`src/bld_pkg.sv`:
```
// Package of encodings, constants, reset values and state names for the decode block.
package bld_pkg;
  // ****************************************************************
  // Encodings
  // ****************************************************************
  localparam logic [4:0] BLD_OP_LDM = 5'h19;
  localparam logic [4:0] BLD_OP_LDR_IMM = 5'h0D;
  localparam logic [4:0] BLD_OP_LDR_SP = 5'h13;
  localparam logic [4:0] BLD_OP_LDR_PC = 5'h09;
  localparam logic [15:0] BLD_SYNC_HI = 16'hF3BF;
  localparam logic [11:0] BLD_SYNC_LO_TOP = 12'h8F6;
  localparam logic [3:0] BLD_FULL_SYSTEM_OPTION = 4'hF;
  localparam logic [3:0] BLD_SP_INDEX = 4'hD;
  localparam logic [1:0] BLD_WORD_ALIGN_ZERO = 2'h0;
  localparam logic [7:0] BLD_MASK_PREFIX = 8'h00;
  localparam logic [31:0] BLD_WORD_BYTES = 32'h00000004;
  // ****************************************************************
  // Reset values
  // ****************************************************************
  localparam logic [31:0] BLD_RST_WORD = 32'h00000000;
  localparam logic [3:0] BLD_RST_REG = 4'h0;
  localparam logic [15:0] BLD_RST_MASK = 16'h0000;
  typedef enum logic [2:0] {
    BLD_IDLE, BLD_LOAD_REQ, BLD_LOAD_WAIT, BLD_SYNC_DRAIN, BLD_DONE
  } bld_state_e;
endpackage

```
`src/bld_lowest_bit.sv`:
```
// Finder of the lowest set bit of a register mask.
`timescale 1ns/10ps
module bld_lowest_bit #(
  parameter int WIDTH = 16
) (
  // Mask in
  input wire logic [WIDTH-1:0] mask,
  // Result
  output logic found,
  output logic [$clog2(WIDTH)-1:0] index
);
  initial begin
    if (WIDTH < 2) begin
      $error("bld_lowest_bit needs at least two bits");
    end
  end

  always_comb begin
    found = 1'b0;
    index = '0;
    for (int i = WIDTH - 1; i >= 0; i--) begin
      if (mask[i]) begin
        found = 1'b1;
        index = i[$clog2(WIDTH)-1:0];
      end
    end
  end
endmodule // bld_lowest_bit

```
`src/bld_barrier_and_load_decode.sv`:
```
// Decode and execute of sync barrier, load multiple and load word forms.
// Notes on behaviour
// - Sync barrier flushes pipeline, refetches after completion.
// - Earlier context changes visible to refetched instructions.
// - Later branches predicted with post-barrier context.
// - All barrier options execute as full system.
// - Load multiple: base field, zero-prefixed mask.
// - Empty load multiple mask is unpredictable.
// - Lowest register loads from lowest address.
// - Write back base only when not in mask.
// - Short offset is immediate times four.
// - Stack form uses register 13, long offset.
// - Word load at base plus offset, no write-back.
// - PC form uses word-aligned PC plus offset.
// - PC form: destination field, offset always added.
`timescale 1ns/10ps
module bld_barrier_and_load_decode
  import bld_pkg::*;
#(
  parameter int NREG = 16
) (
  // Clock and reset
  input wire logic clk,
  input wire logic rst,
  // Instruction issue
  input wire logic issue_valid,
  output logic issue_ready,
  input wire logic [31:0] issue_instr,
  input wire logic issue_is_wide,
  input wire logic [31:0] issue_pc,
  input wire logic cond_pass,
  // Register file read
  output logic [3:0] rf_rd_idx,
  input wire logic [31:0] rf_rd_data,
  // Register file write
  output logic rf_wr_en,
  output logic [3:0] rf_wr_idx,
  output logic [31:0] rf_wr_data,
  // Memory load port
  output logic mem_req,
  output logic [31:0] mem_addr,
  input wire logic mem_ack,
  input wire logic [31:0] mem_rdata,
  // Pipeline control
  input wire logic ctx_ops_done,
  output logic pipe_flush,
  output logic [31:0] refetch_pc,
  output logic predictor_resync,
  // Status
  output logic retire,
  output logic unpredictable
);
  import bld_pkg::*;

  initial begin
    if (NREG != 16) begin
      $error("bld_barrier_and_load_decode serves sixteen registers only");
    end
  end

  // ****************************************************************
  // Decode
  // ****************************************************************
  logic [15:0] hw;
  logic [4:0] major;
  logic is_sync, is_ldm, is_ldr_imm, is_ldr_sp, is_ldr_pc;
  logic [15:0] dec_mask;
  logic [31:0] dec_off;
  logic [3:0] dec_dst, dec_base;
  logic [3:0] dec_option;

  function automatic logic [31:0] word_offset(input logic [7:0] imm);
    word_offset = {22'h000000, imm, BLD_WORD_ALIGN_ZERO};
  endfunction

  always_comb begin
    hw = issue_instr[15:0];
    major = hw[15:11];
    is_sync = issue_is_wide && issue_instr[31:16] == BLD_SYNC_HI &&
              issue_instr[15:4] == BLD_SYNC_LO_TOP;
    is_ldm = !issue_is_wide && major == BLD_OP_LDM;
    is_ldr_imm = !issue_is_wide && major == BLD_OP_LDR_IMM;
    is_ldr_sp = !issue_is_wide && major == BLD_OP_LDR_SP;
    is_ldr_pc = !issue_is_wide && major == BLD_OP_LDR_PC;
    dec_option = issue_instr[3:0];
    dec_mask = {BLD_MASK_PREFIX, hw[7:0]};
    dec_base = {1'b0, hw[10:8]};
    dec_dst = {1'b0, hw[2:0]};
    dec_off = word_offset({3'h0, hw[10:6]});
    if (is_ldr_imm) begin
      dec_base = {1'b0, hw[5:3]};
    end
    if (is_ldr_sp || is_ldr_pc) begin
      dec_base = BLD_SP_INDEX;
      dec_dst = {1'b0, hw[10:8]};
      dec_off = word_offset(hw[7:0]);
    end
  end

  // ****************************************************************
  // Execute state
  // ****************************************************************
  bld_state_e state_ff, nxt_state_ff;
  logic [31:0] addr_ff, nxt_addr_ff;
  logic [15:0] mask_ff, nxt_mask_ff;
  logic [3:0] base_ff, nxt_base_ff;
  logic [3:0] dst_ff, nxt_dst_ff;
  logic multi_ff, nxt_multi_ff;
  logic wback_ff, nxt_wback_ff;
  logic [31:0] next_pc_ff, nxt_next_pc_ff;
  logic wr_en_ff, nxt_wr_en_ff;
  logic [3:0] wr_idx_ff, nxt_wr_idx_ff;
  logic [31:0] wr_data_ff, nxt_wr_data_ff;
  logic flush_ff, nxt_flush_ff;
  logic retire_ff, nxt_retire_ff;
  logic unpred_ff, nxt_unpred_ff;
  logic [3:0] low_idx;

  // An empty mask never reaches the load states, so the found flag is idle.
  bld_lowest_bit #(.WIDTH(NREG)) u_lowest (
    .mask(mask_ff),
    .found(),
    .index(low_idx)
  );

  assign issue_ready = state_ff == BLD_IDLE;
  assign rf_rd_idx = dec_base;
  assign mem_req = state_ff == BLD_LOAD_REQ || state_ff == BLD_LOAD_WAIT;
  assign mem_addr = addr_ff;
  assign rf_wr_en = wr_en_ff;
  assign rf_wr_idx = wr_idx_ff;
  assign rf_wr_data = wr_data_ff;
  assign pipe_flush = flush_ff;
  assign predictor_resync = flush_ff;
  assign refetch_pc = next_pc_ff;
  assign retire = retire_ff;
  assign unpredictable = unpred_ff;

  always_comb begin
    nxt_state_ff = state_ff;
    nxt_addr_ff = addr_ff;
    nxt_mask_ff = mask_ff;
    nxt_base_ff = base_ff;
    nxt_dst_ff = dst_ff;
    nxt_multi_ff = multi_ff;
    nxt_wback_ff = wback_ff;
    nxt_next_pc_ff = next_pc_ff;
    nxt_wr_en_ff = 1'b0;
    nxt_wr_idx_ff = wr_idx_ff;
    nxt_wr_data_ff = wr_data_ff;
    nxt_flush_ff = 1'b0;
    nxt_retire_ff = 1'b0;
    nxt_unpred_ff = 1'b0;
    unique case (state_ff)
      BLD_IDLE: begin
        if (issue_valid) begin
          nxt_next_pc_ff = issue_pc + (issue_is_wide ? BLD_WORD_BYTES :
                           32'h00000002);
          nxt_base_ff = dec_base;
          nxt_dst_ff = dec_dst;
          nxt_multi_ff = is_ldm;
          nxt_mask_ff = dec_mask;
          nxt_wback_ff = !dec_mask[dec_base];
          if (!cond_pass) begin
            nxt_retire_ff = 1'b1;
          end else if (is_sync) begin
            // Any option value is a full barrier; reserved ones too.
            nxt_state_ff = BLD_SYNC_DRAIN;
          end else if (is_ldm && dec_mask == BLD_RST_MASK) begin
            nxt_unpred_ff = 1'b1;
            nxt_retire_ff = 1'b1;
          end else if (is_ldm) begin
            nxt_addr_ff = rf_rd_data;
            nxt_state_ff = BLD_LOAD_REQ;
          end else if (is_ldr_pc) begin
            // The read PC is four ahead of this halfword.
            nxt_addr_ff = ((issue_pc + BLD_WORD_BYTES) & 32'hFFFFFFFC) +
                          dec_off;
            nxt_state_ff = BLD_LOAD_REQ;
          end else if (is_ldr_imm || is_ldr_sp) begin
            nxt_addr_ff = rf_rd_data + dec_off;
            nxt_state_ff = BLD_LOAD_REQ;
          end else begin
            nxt_retire_ff = 1'b1;
          end
        end
      end
      BLD_LOAD_REQ, BLD_LOAD_WAIT: begin
        nxt_state_ff = BLD_LOAD_WAIT;
        if (mem_ack) begin
          nxt_wr_en_ff = 1'b1;
          nxt_wr_data_ff = mem_rdata;
          if (multi_ff) begin
            nxt_wr_idx_ff = low_idx;
            nxt_mask_ff = mask_ff & ~(16'h0001 << low_idx);
            nxt_addr_ff = addr_ff + BLD_WORD_BYTES;
            nxt_state_ff = BLD_LOAD_REQ;
            if ((mask_ff & ~(16'h0001 << low_idx)) == BLD_RST_MASK) begin
              nxt_state_ff = wback_ff ? BLD_DONE : BLD_IDLE;
              nxt_retire_ff = !wback_ff;
            end
          end else begin
            nxt_wr_idx_ff = dst_ff;
            nxt_state_ff = BLD_IDLE;
            nxt_retire_ff = 1'b1;
          end
        end
      end
      BLD_DONE: begin
        nxt_wr_en_ff = 1'b1;
        nxt_wr_idx_ff = base_ff;
        nxt_wr_data_ff = addr_ff;
        nxt_retire_ff = 1'b1;
        nxt_state_ff = BLD_IDLE;
      end
      BLD_SYNC_DRAIN: begin
        // Waiting here keeps fetch stalled until older context work lands.
        if (ctx_ops_done) begin
          nxt_flush_ff = 1'b1;
          nxt_retire_ff = 1'b1;
          nxt_state_ff = BLD_IDLE;
        end
      end
    endcase
  end

  always_ff @(posedge clk) begin
    if (rst) begin
      state_ff <= BLD_IDLE;
      addr_ff <= BLD_RST_WORD;
      mask_ff <= BLD_RST_MASK;
      base_ff <= BLD_RST_REG;
      dst_ff <= BLD_RST_REG;
      multi_ff <= 1'b0;
      wback_ff <= 1'b0;
      next_pc_ff <= BLD_RST_WORD;
      wr_en_ff <= 1'b0;
      wr_idx_ff <= BLD_RST_REG;
      wr_data_ff <= BLD_RST_WORD;
      flush_ff <= 1'b0;
      retire_ff <= 1'b0;
      unpred_ff <= 1'b0;
    end else begin
      state_ff <= nxt_state_ff;
      addr_ff <= nxt_addr_ff;
      mask_ff <= nxt_mask_ff;
      base_ff <= nxt_base_ff;
      dst_ff <= nxt_dst_ff;
      multi_ff <= nxt_multi_ff;
      wback_ff <= nxt_wback_ff;
      next_pc_ff <= nxt_next_pc_ff;
      wr_en_ff <= nxt_wr_en_ff;
      wr_idx_ff <= nxt_wr_idx_ff;
      wr_data_ff <= nxt_wr_data_ff;
      flush_ff <= nxt_flush_ff;
      retire_ff <= nxt_retire_ff;
      unpred_ff <= nxt_unpred_ff;
    end
  end
endmodule // bld_barrier_and_load_decode

```
`config.mk`:
```
export PLATFORM = sky130hd
export DESIGN_NAME = bld_barrier_and_load_decode
export DESIGN_NICKNAME = d
export VERILOG_FILES = /design/src/bld_pkg.sv /design/src/bld_lowest_bit.sv /design/src/bld_barrier_and_load_decode.sv
export SDC_FILE = /design/constraint.sdc
export NUM_CORES = 1
export LEC_CHECK = 0
export ABC_AREA = 1
export BUFFER_PORTS_ARGS = -buffer_cell sky130_fd_sc_hd__buf_2
export CAP_MARGIN = 30
export CELL_PAD_IN_SITES_DETAIL_PLACEMENT = 1
export CELL_PAD_IN_SITES_GLOBAL_PLACEMENT = 2
export CORE_MARGIN = 2
export CORE_UTILIZATION = 28
export DETAILED_ROUTE_END_ITERATION = 12
export GPL_TIMING_DRIVEN = 0
export PLACE_DENSITY_LB_ADDON = 0.1
export SYNTH_ARGS = -nofsm -noshare
export SYNTH_HDL_FRONTEND = slang
export SYNTH_HIERARCHICAL = 1
export SYNTH_SLANG_ARGS = --single-unit
```
`constraint.sdc`:
```
create_clock -name clk -period 4.85 [get_ports clk]
set_clock_uncertainty 0.1 [all_clocks]
set_input_delay 1.2125 -clock clk [delete_from_list [all_inputs] [get_ports clk]]
set_output_delay 1.2125 -clock clk [all_outputs]
set_load 0.005 [all_outputs]
```
# Word-level counts from Yosys, hierarchy flattened
# Index checks and enable logic that the tools add are counted.
# totals
reg_bits	133
out_inout_bits	111
elab_cells	143
# op_classes
addsub	5
n_lt_le_gt_ge	1
n_eq_ne	20
n_shift	1
muxes	70
bitwise_logic	6
reduce_logical	26
# op_table
op	count
$mux W32	10
$pmux W32 S2	2
$mux W4	19
$add A32 B3 Y32 const B	2
$add A32 B32 Y32	2
$mux W16	3
$mux W3	15
$add A32 B3 Y32	1
$logic_not A16 Y1	2
$pmux W16 S2	1
$and A16 B16 Y16	1
$eq A16 B16 Y1 const B	1
$not A16 Y16	1
$shl A1 B4 Y16 const A	1
$mux W1	14
$eq A12 B12 Y1 const B	1
$ne A2 B2 Y1 const B	6
$pmux W3 S4	1
$eq A5 B4 Y1 const B	2
$eq A5 B5 Y1 const B	2
$mux W10	1
$pmux W4 S2	1
$reduce_and A8 Y1	1
$logic_and A1 B1 Y1	7
other kinds (21)	32

# Logic depth before layout (Yosys ltp)
# logic_depth
ltp_word	24
mapped_depth	29

# By module
# The synthesis kept the hierarchy.
# by_module_without_submodules
module	n_inst	cells_per_inst	area_each_um2	seq_area_each_um2
bld_barrier_and_load_decode	1	1558	9765.6	2642.5
bld_lowest_bit	1	49	209.0	0.0

# Worst setup path after synthesis
# Ideal clock, no wire load.
# synth_timing
path_type	input port to flip-flop
start	input issue_instr[12]
end	register addr_ff[26], in the netlist mem_addr[26]
setup_ps	117
arrival_time_ps	3911
required_time_ps	4633
slack_ps	722
stages	22
path_buffers	4
path_cell_list	inv_1 nand3_2 nor2_4 inv_2 buf_2 buf_2 clkbuf_1 nand2_1 o21ai_0 ha_1 fa_1 nand3_1 a21oi_1 nor2_1 nor2_4 nand2_2 nor2_4 buf_6 nand3_1 nand3_1 a21oi_1 nor2_1
# synth_via
elab_chain_len	13
word_cells_on_any_way	28
classes_between	add/sub: 2; eq/ne: 8; mux: 9; reduce/logical: 9
# synth_lines
element	line	text
start, declared	bld_barrier_and_load_decode.sv:28	input wire logic [31:0] issue_instr,
$eq A5 B5 Y1 or $eq A5 B4 Y1 (tied branches)	bld_barrier_and_load_decode.sv:83, bld_barrier_and_load_decode.sv:84	
$logic_and A1 B1 Y1 (on tied branches)	bld_barrier_and_load_decode.sv:83, bld_barrier_and_load_decode.sv:84	
$logic_or A1 B1 Y1	bld_barrier_and_load_decode.sv:93	if (is_ldr_sp || is_ldr_pc) begin
$mux W10	bld_barrier_and_load_decode.sv:93	
$add A32 B32 Y32	bld_barrier_and_load_decode.sv:181	nxt_addr_ff = rf_rd_data + dec_off;
$mux W32	bld_barrier_and_load_decode.sv:180	end else if (is_ldr_imm || is_ldr_sp) begin
$mux W32	bld_barrier_and_load_decode.sv:175	end else if (is_ldr_pc) begin
$mux W32	bld_barrier_and_load_decode.sv:172	end else if (is_ldm) begin
$mux W32	bld_barrier_and_load_decode.sv:169	end else if (is_ldm && dec_mask == BLD_RST_MASK) begin
$mux W32	bld_barrier_and_load_decode.sv:166	end else if (is_sync) begin
$mux W32	bld_barrier_and_load_decode.sv:164	if (!cond_pass) begin
$mux W32	bld_barrier_and_load_decode.sv:156	if (issue_valid) begin
$pmux W32 S2	bld_barrier_and_load_decode.sv:154	unique case (state_ff)
end signal, assigned	bld_barrier_and_load_decode.sv:245	addr_ff <= nxt_addr_ff;
end, declared	bld_barrier_and_load_decode.sv:104	logic [31:0] addr_ff, nxt_addr_ff;
# Several ways; a longest one is shown, not always the timed one. The select of a mux whose other input is x is not followed.
# A chain may end at the register's enable or synchronous reset.

# Worst setup path after layout
# layout_timing
start	input issue_is_wide
end	register addr_ff[18], in the netlist mem_addr[18]
# layout_via
elab_chain_len	13
word_cells_on_any_way	25
classes_between	add/sub: 2; eq/ne: 3; mux: 9; reduce/logical: 11
# layout_lines
element	line	text
start, declared	bld_barrier_and_load_decode.sv:29	input wire logic issue_is_wide,
$logic_not A1 Y1	--	
$logic_and A1 B1 Y1 (on tied branches)	bld_barrier_and_load_decode.sv:83, bld_barrier_and_load_decode.sv:84	
$logic_or A1 B1 Y1	bld_barrier_and_load_decode.sv:93	
$mux W10	bld_barrier_and_load_decode.sv:93	
$add A32 B32 Y32	bld_barrier_and_load_decode.sv:181	
$mux W32	bld_barrier_and_load_decode.sv:180	
$mux W32	bld_barrier_and_load_decode.sv:175	
$mux W32	bld_barrier_and_load_decode.sv:172	
$mux W32	bld_barrier_and_load_decode.sv:169	
$mux W32	bld_barrier_and_load_decode.sv:166	
$mux W32	bld_barrier_and_load_decode.sv:164	
$mux W32	bld_barrier_and_load_decode.sv:156	
$pmux W32 S2	bld_barrier_and_load_decode.sv:154	
# Several ways; a longest one is shown, not always the timed one. The select of a mux whose other input is x is not followed.

==> results.cfg <==
[synth]
synth_fp_nets = 1754
synth_cells = 1605
ys_warn_count = 6
syn_area_sq_mm = 0.009967
syn_avg_cell_area_sq_um = 6.210

[final_layout]
fin_cells = 2341
final_cell_mix = nand2_1, buf_2, inv_1
layout-drive-gt1-share_pct = 20.59
diodes = 0
nets = 2016
area_growth_pct = 24.01
final_common_cell = nand2_1

[route]
routed_wl_mm = 45.74
wl_met1_mm = 21.12
postRouteAntennaNets = 0
drc = 0
drtIter0Drc = 523
wl_met2_mm = 21.43
dr.pass1.iters = 5
dr_wl_met3_mm = 1.985
num_vias = 11760
maxUsedRoutingLayer = met4
post_drt_wl_per_cell_um = 19.54
viasPerCell = 5.021

[timing]
period_needed_ns = 4.570
hold_viol = 0
fin_ws_ns = 0.2801
holdWs_ns = 0.3722
finalSetupViolations = 0
fmax_ghz = 0.2188
maxSlewViolCount = 0
worstMarginPinSlew_ns = 0.8609
fin_crit_sh_pct = 94.23
slew_headroom_pct = 42.60
rsz0062_at_grt = false

[clock_tree]
cts-htree-levels = 4
post-cts-setup-buffer-count = 0
post_cts_resized = 0
cts_made_buffers = 17
clock-sinks = 132
cts_tree = yes
clk_pin_slew_ns = 0.07
cts_max_path_buffers = 2
clk_latency_ns = 0.46
cts_root_buf = clkbuf_16
hold_buffers = 0

[placed_design]
dpl.cell_count = 2310
dp_slack_ns = -0.4833
place_hpwl_mm = 37.73
place_congestion = 0.8854
placement.io_buffers = 244

[global_route]
grt_max_degree = 20
antenna_found_initial = 0
grt-ovfl-total = 0
track_usage_pct = 24.75
grt_pass1_vias = 11770
grt_pass1_wl_mm = 69.08

[worst_setup_path]
cp_slowest_cell = fa_1
critPathKind = in -> reg
cp.required_ns = 5.07
crit_path_end_kind = register
cp_cell_sequence = buf_2 -> nor2_1 -> nand2_1 -> nor2_4 -> inv_2 -> buf_2 -> buf_2 -> nand2_1 -> o21ai_0 -> ha_1 -> fa_1 -> nand3_1 -> a21oi_1 -> nor2_1 -> nor2_4 -> nand2_2 -> nor2_4 -> buf_6 -> xnor2_1 -> o21ai_1 -> a21oi_1
cp-start-kind = primary input
slowest_delay_ns = 0.41
arrival_ns = 4.79
path_max_fanout = 19

[die]
ios = 246
die_area_sq_mm = 0.03712
core_sq_mm = 0.03531
fp.dieH_um = 192.7
start_util_pct = 28.23
rows = 69
die_w_um = 192.7

[job]
drv_cap = 0

[pwr]
p_leak_nw = 5.804
total_power_w = 0.003904
peakVddDrop_uv = 287.6
power_density_mw_per_mm2 = 315.8

[worst_hold_path]
hp-class = reg -> reg

[status]
run_status = finished clean
[registers in the layout, indices dropped and copies added, names as in the netlist]
register	count
rf_wr_idx	4
multi_ff	1
refetch_pc	32
mask_ff	16
rf_wr_en	1
state_ff	3
mem_addr	32
rf_wr_data	32
retire	1
base_ff	4
wback_ff	1
pipe_flush	1
dst_ff	3
unpredictable	1
[metrics by stage]
| stage | setup TNS (ns) | area, sq um | utilization [%] |
|---|---|---|---|
| after floorplan | 0 | 9967 | - |
| after global placement | -4.641 | 11770 | 33.32 |
| after detailed placement | -5.614 | 11770 | 33.32 |
| after CTS | 0 | 12360 | 35.01 |
| after global routing | 0 | 12360 | 35.01 |
| final | 0 | 12360 | 35.01 |
[routing by layer]
layer | up-vias | track usage [%]
li1 | 5906 | -
met3 | 58 | 3.364
met4 | 0 | 8.456
met5 | - | 0
met2 | 243 | 41.38
met1 | 5548 | 32.57
[final timing paths]
| path | from | endpoint | slack [ns] | cells after the start |
|---|---|---|---|---|
| worst max-delay path | issue_is_wide | mem_addr[18] | 0.28 | 21 |
| worst min-delay path | rf_wr_idx[3] | rf_wr_idx[3] | 0.37 | 2 |
| worst max register to register | mask_ff[15] | retire | 1.55 | 19 |
| worst min register to register | rf_wr_idx[3] | rf_wr_idx[3] | 0.37 | 2 |
[final cells by class]
cell class / instances / area (sq um)
Fill cell: 4697 / 22950
Multi-Input combinational cell: 1206 / 6294
Timing Repair Buffer: 244 / 1221
Clock buffer: 19 / 442.9
Inverter: 194 / 728.2
Clock inverter: 13 / 156.4
Sequential cell: 132 / 2643
Buffer: 72 / 299.0
Tap cell: 461 / 576.8
[critical path, delay by kind of cell]
family                   cells  cell delay [ns]
adder cells (fa/ha/maj)      2             0.64
buffers and inverters        5             0.87
XOR/XNOR                     1             0.12
AO/OA/AOI/OAI                4             0.65
AND/OR/NAND/NOR              9             1.26
[power breakdown]
part / switching, W / total, W / internal [W] / leakage [nW]
sequential: 0.000142 / 0.00137 / 0.00122 / 1.08
clock: 0.000541 / 0.00136 / 0.000818 / 0.281
combinational: 0.000783 / 0.00118 / 0.000395 / 4.44
No activity file was read; power rests on OpenSTA's default activity.
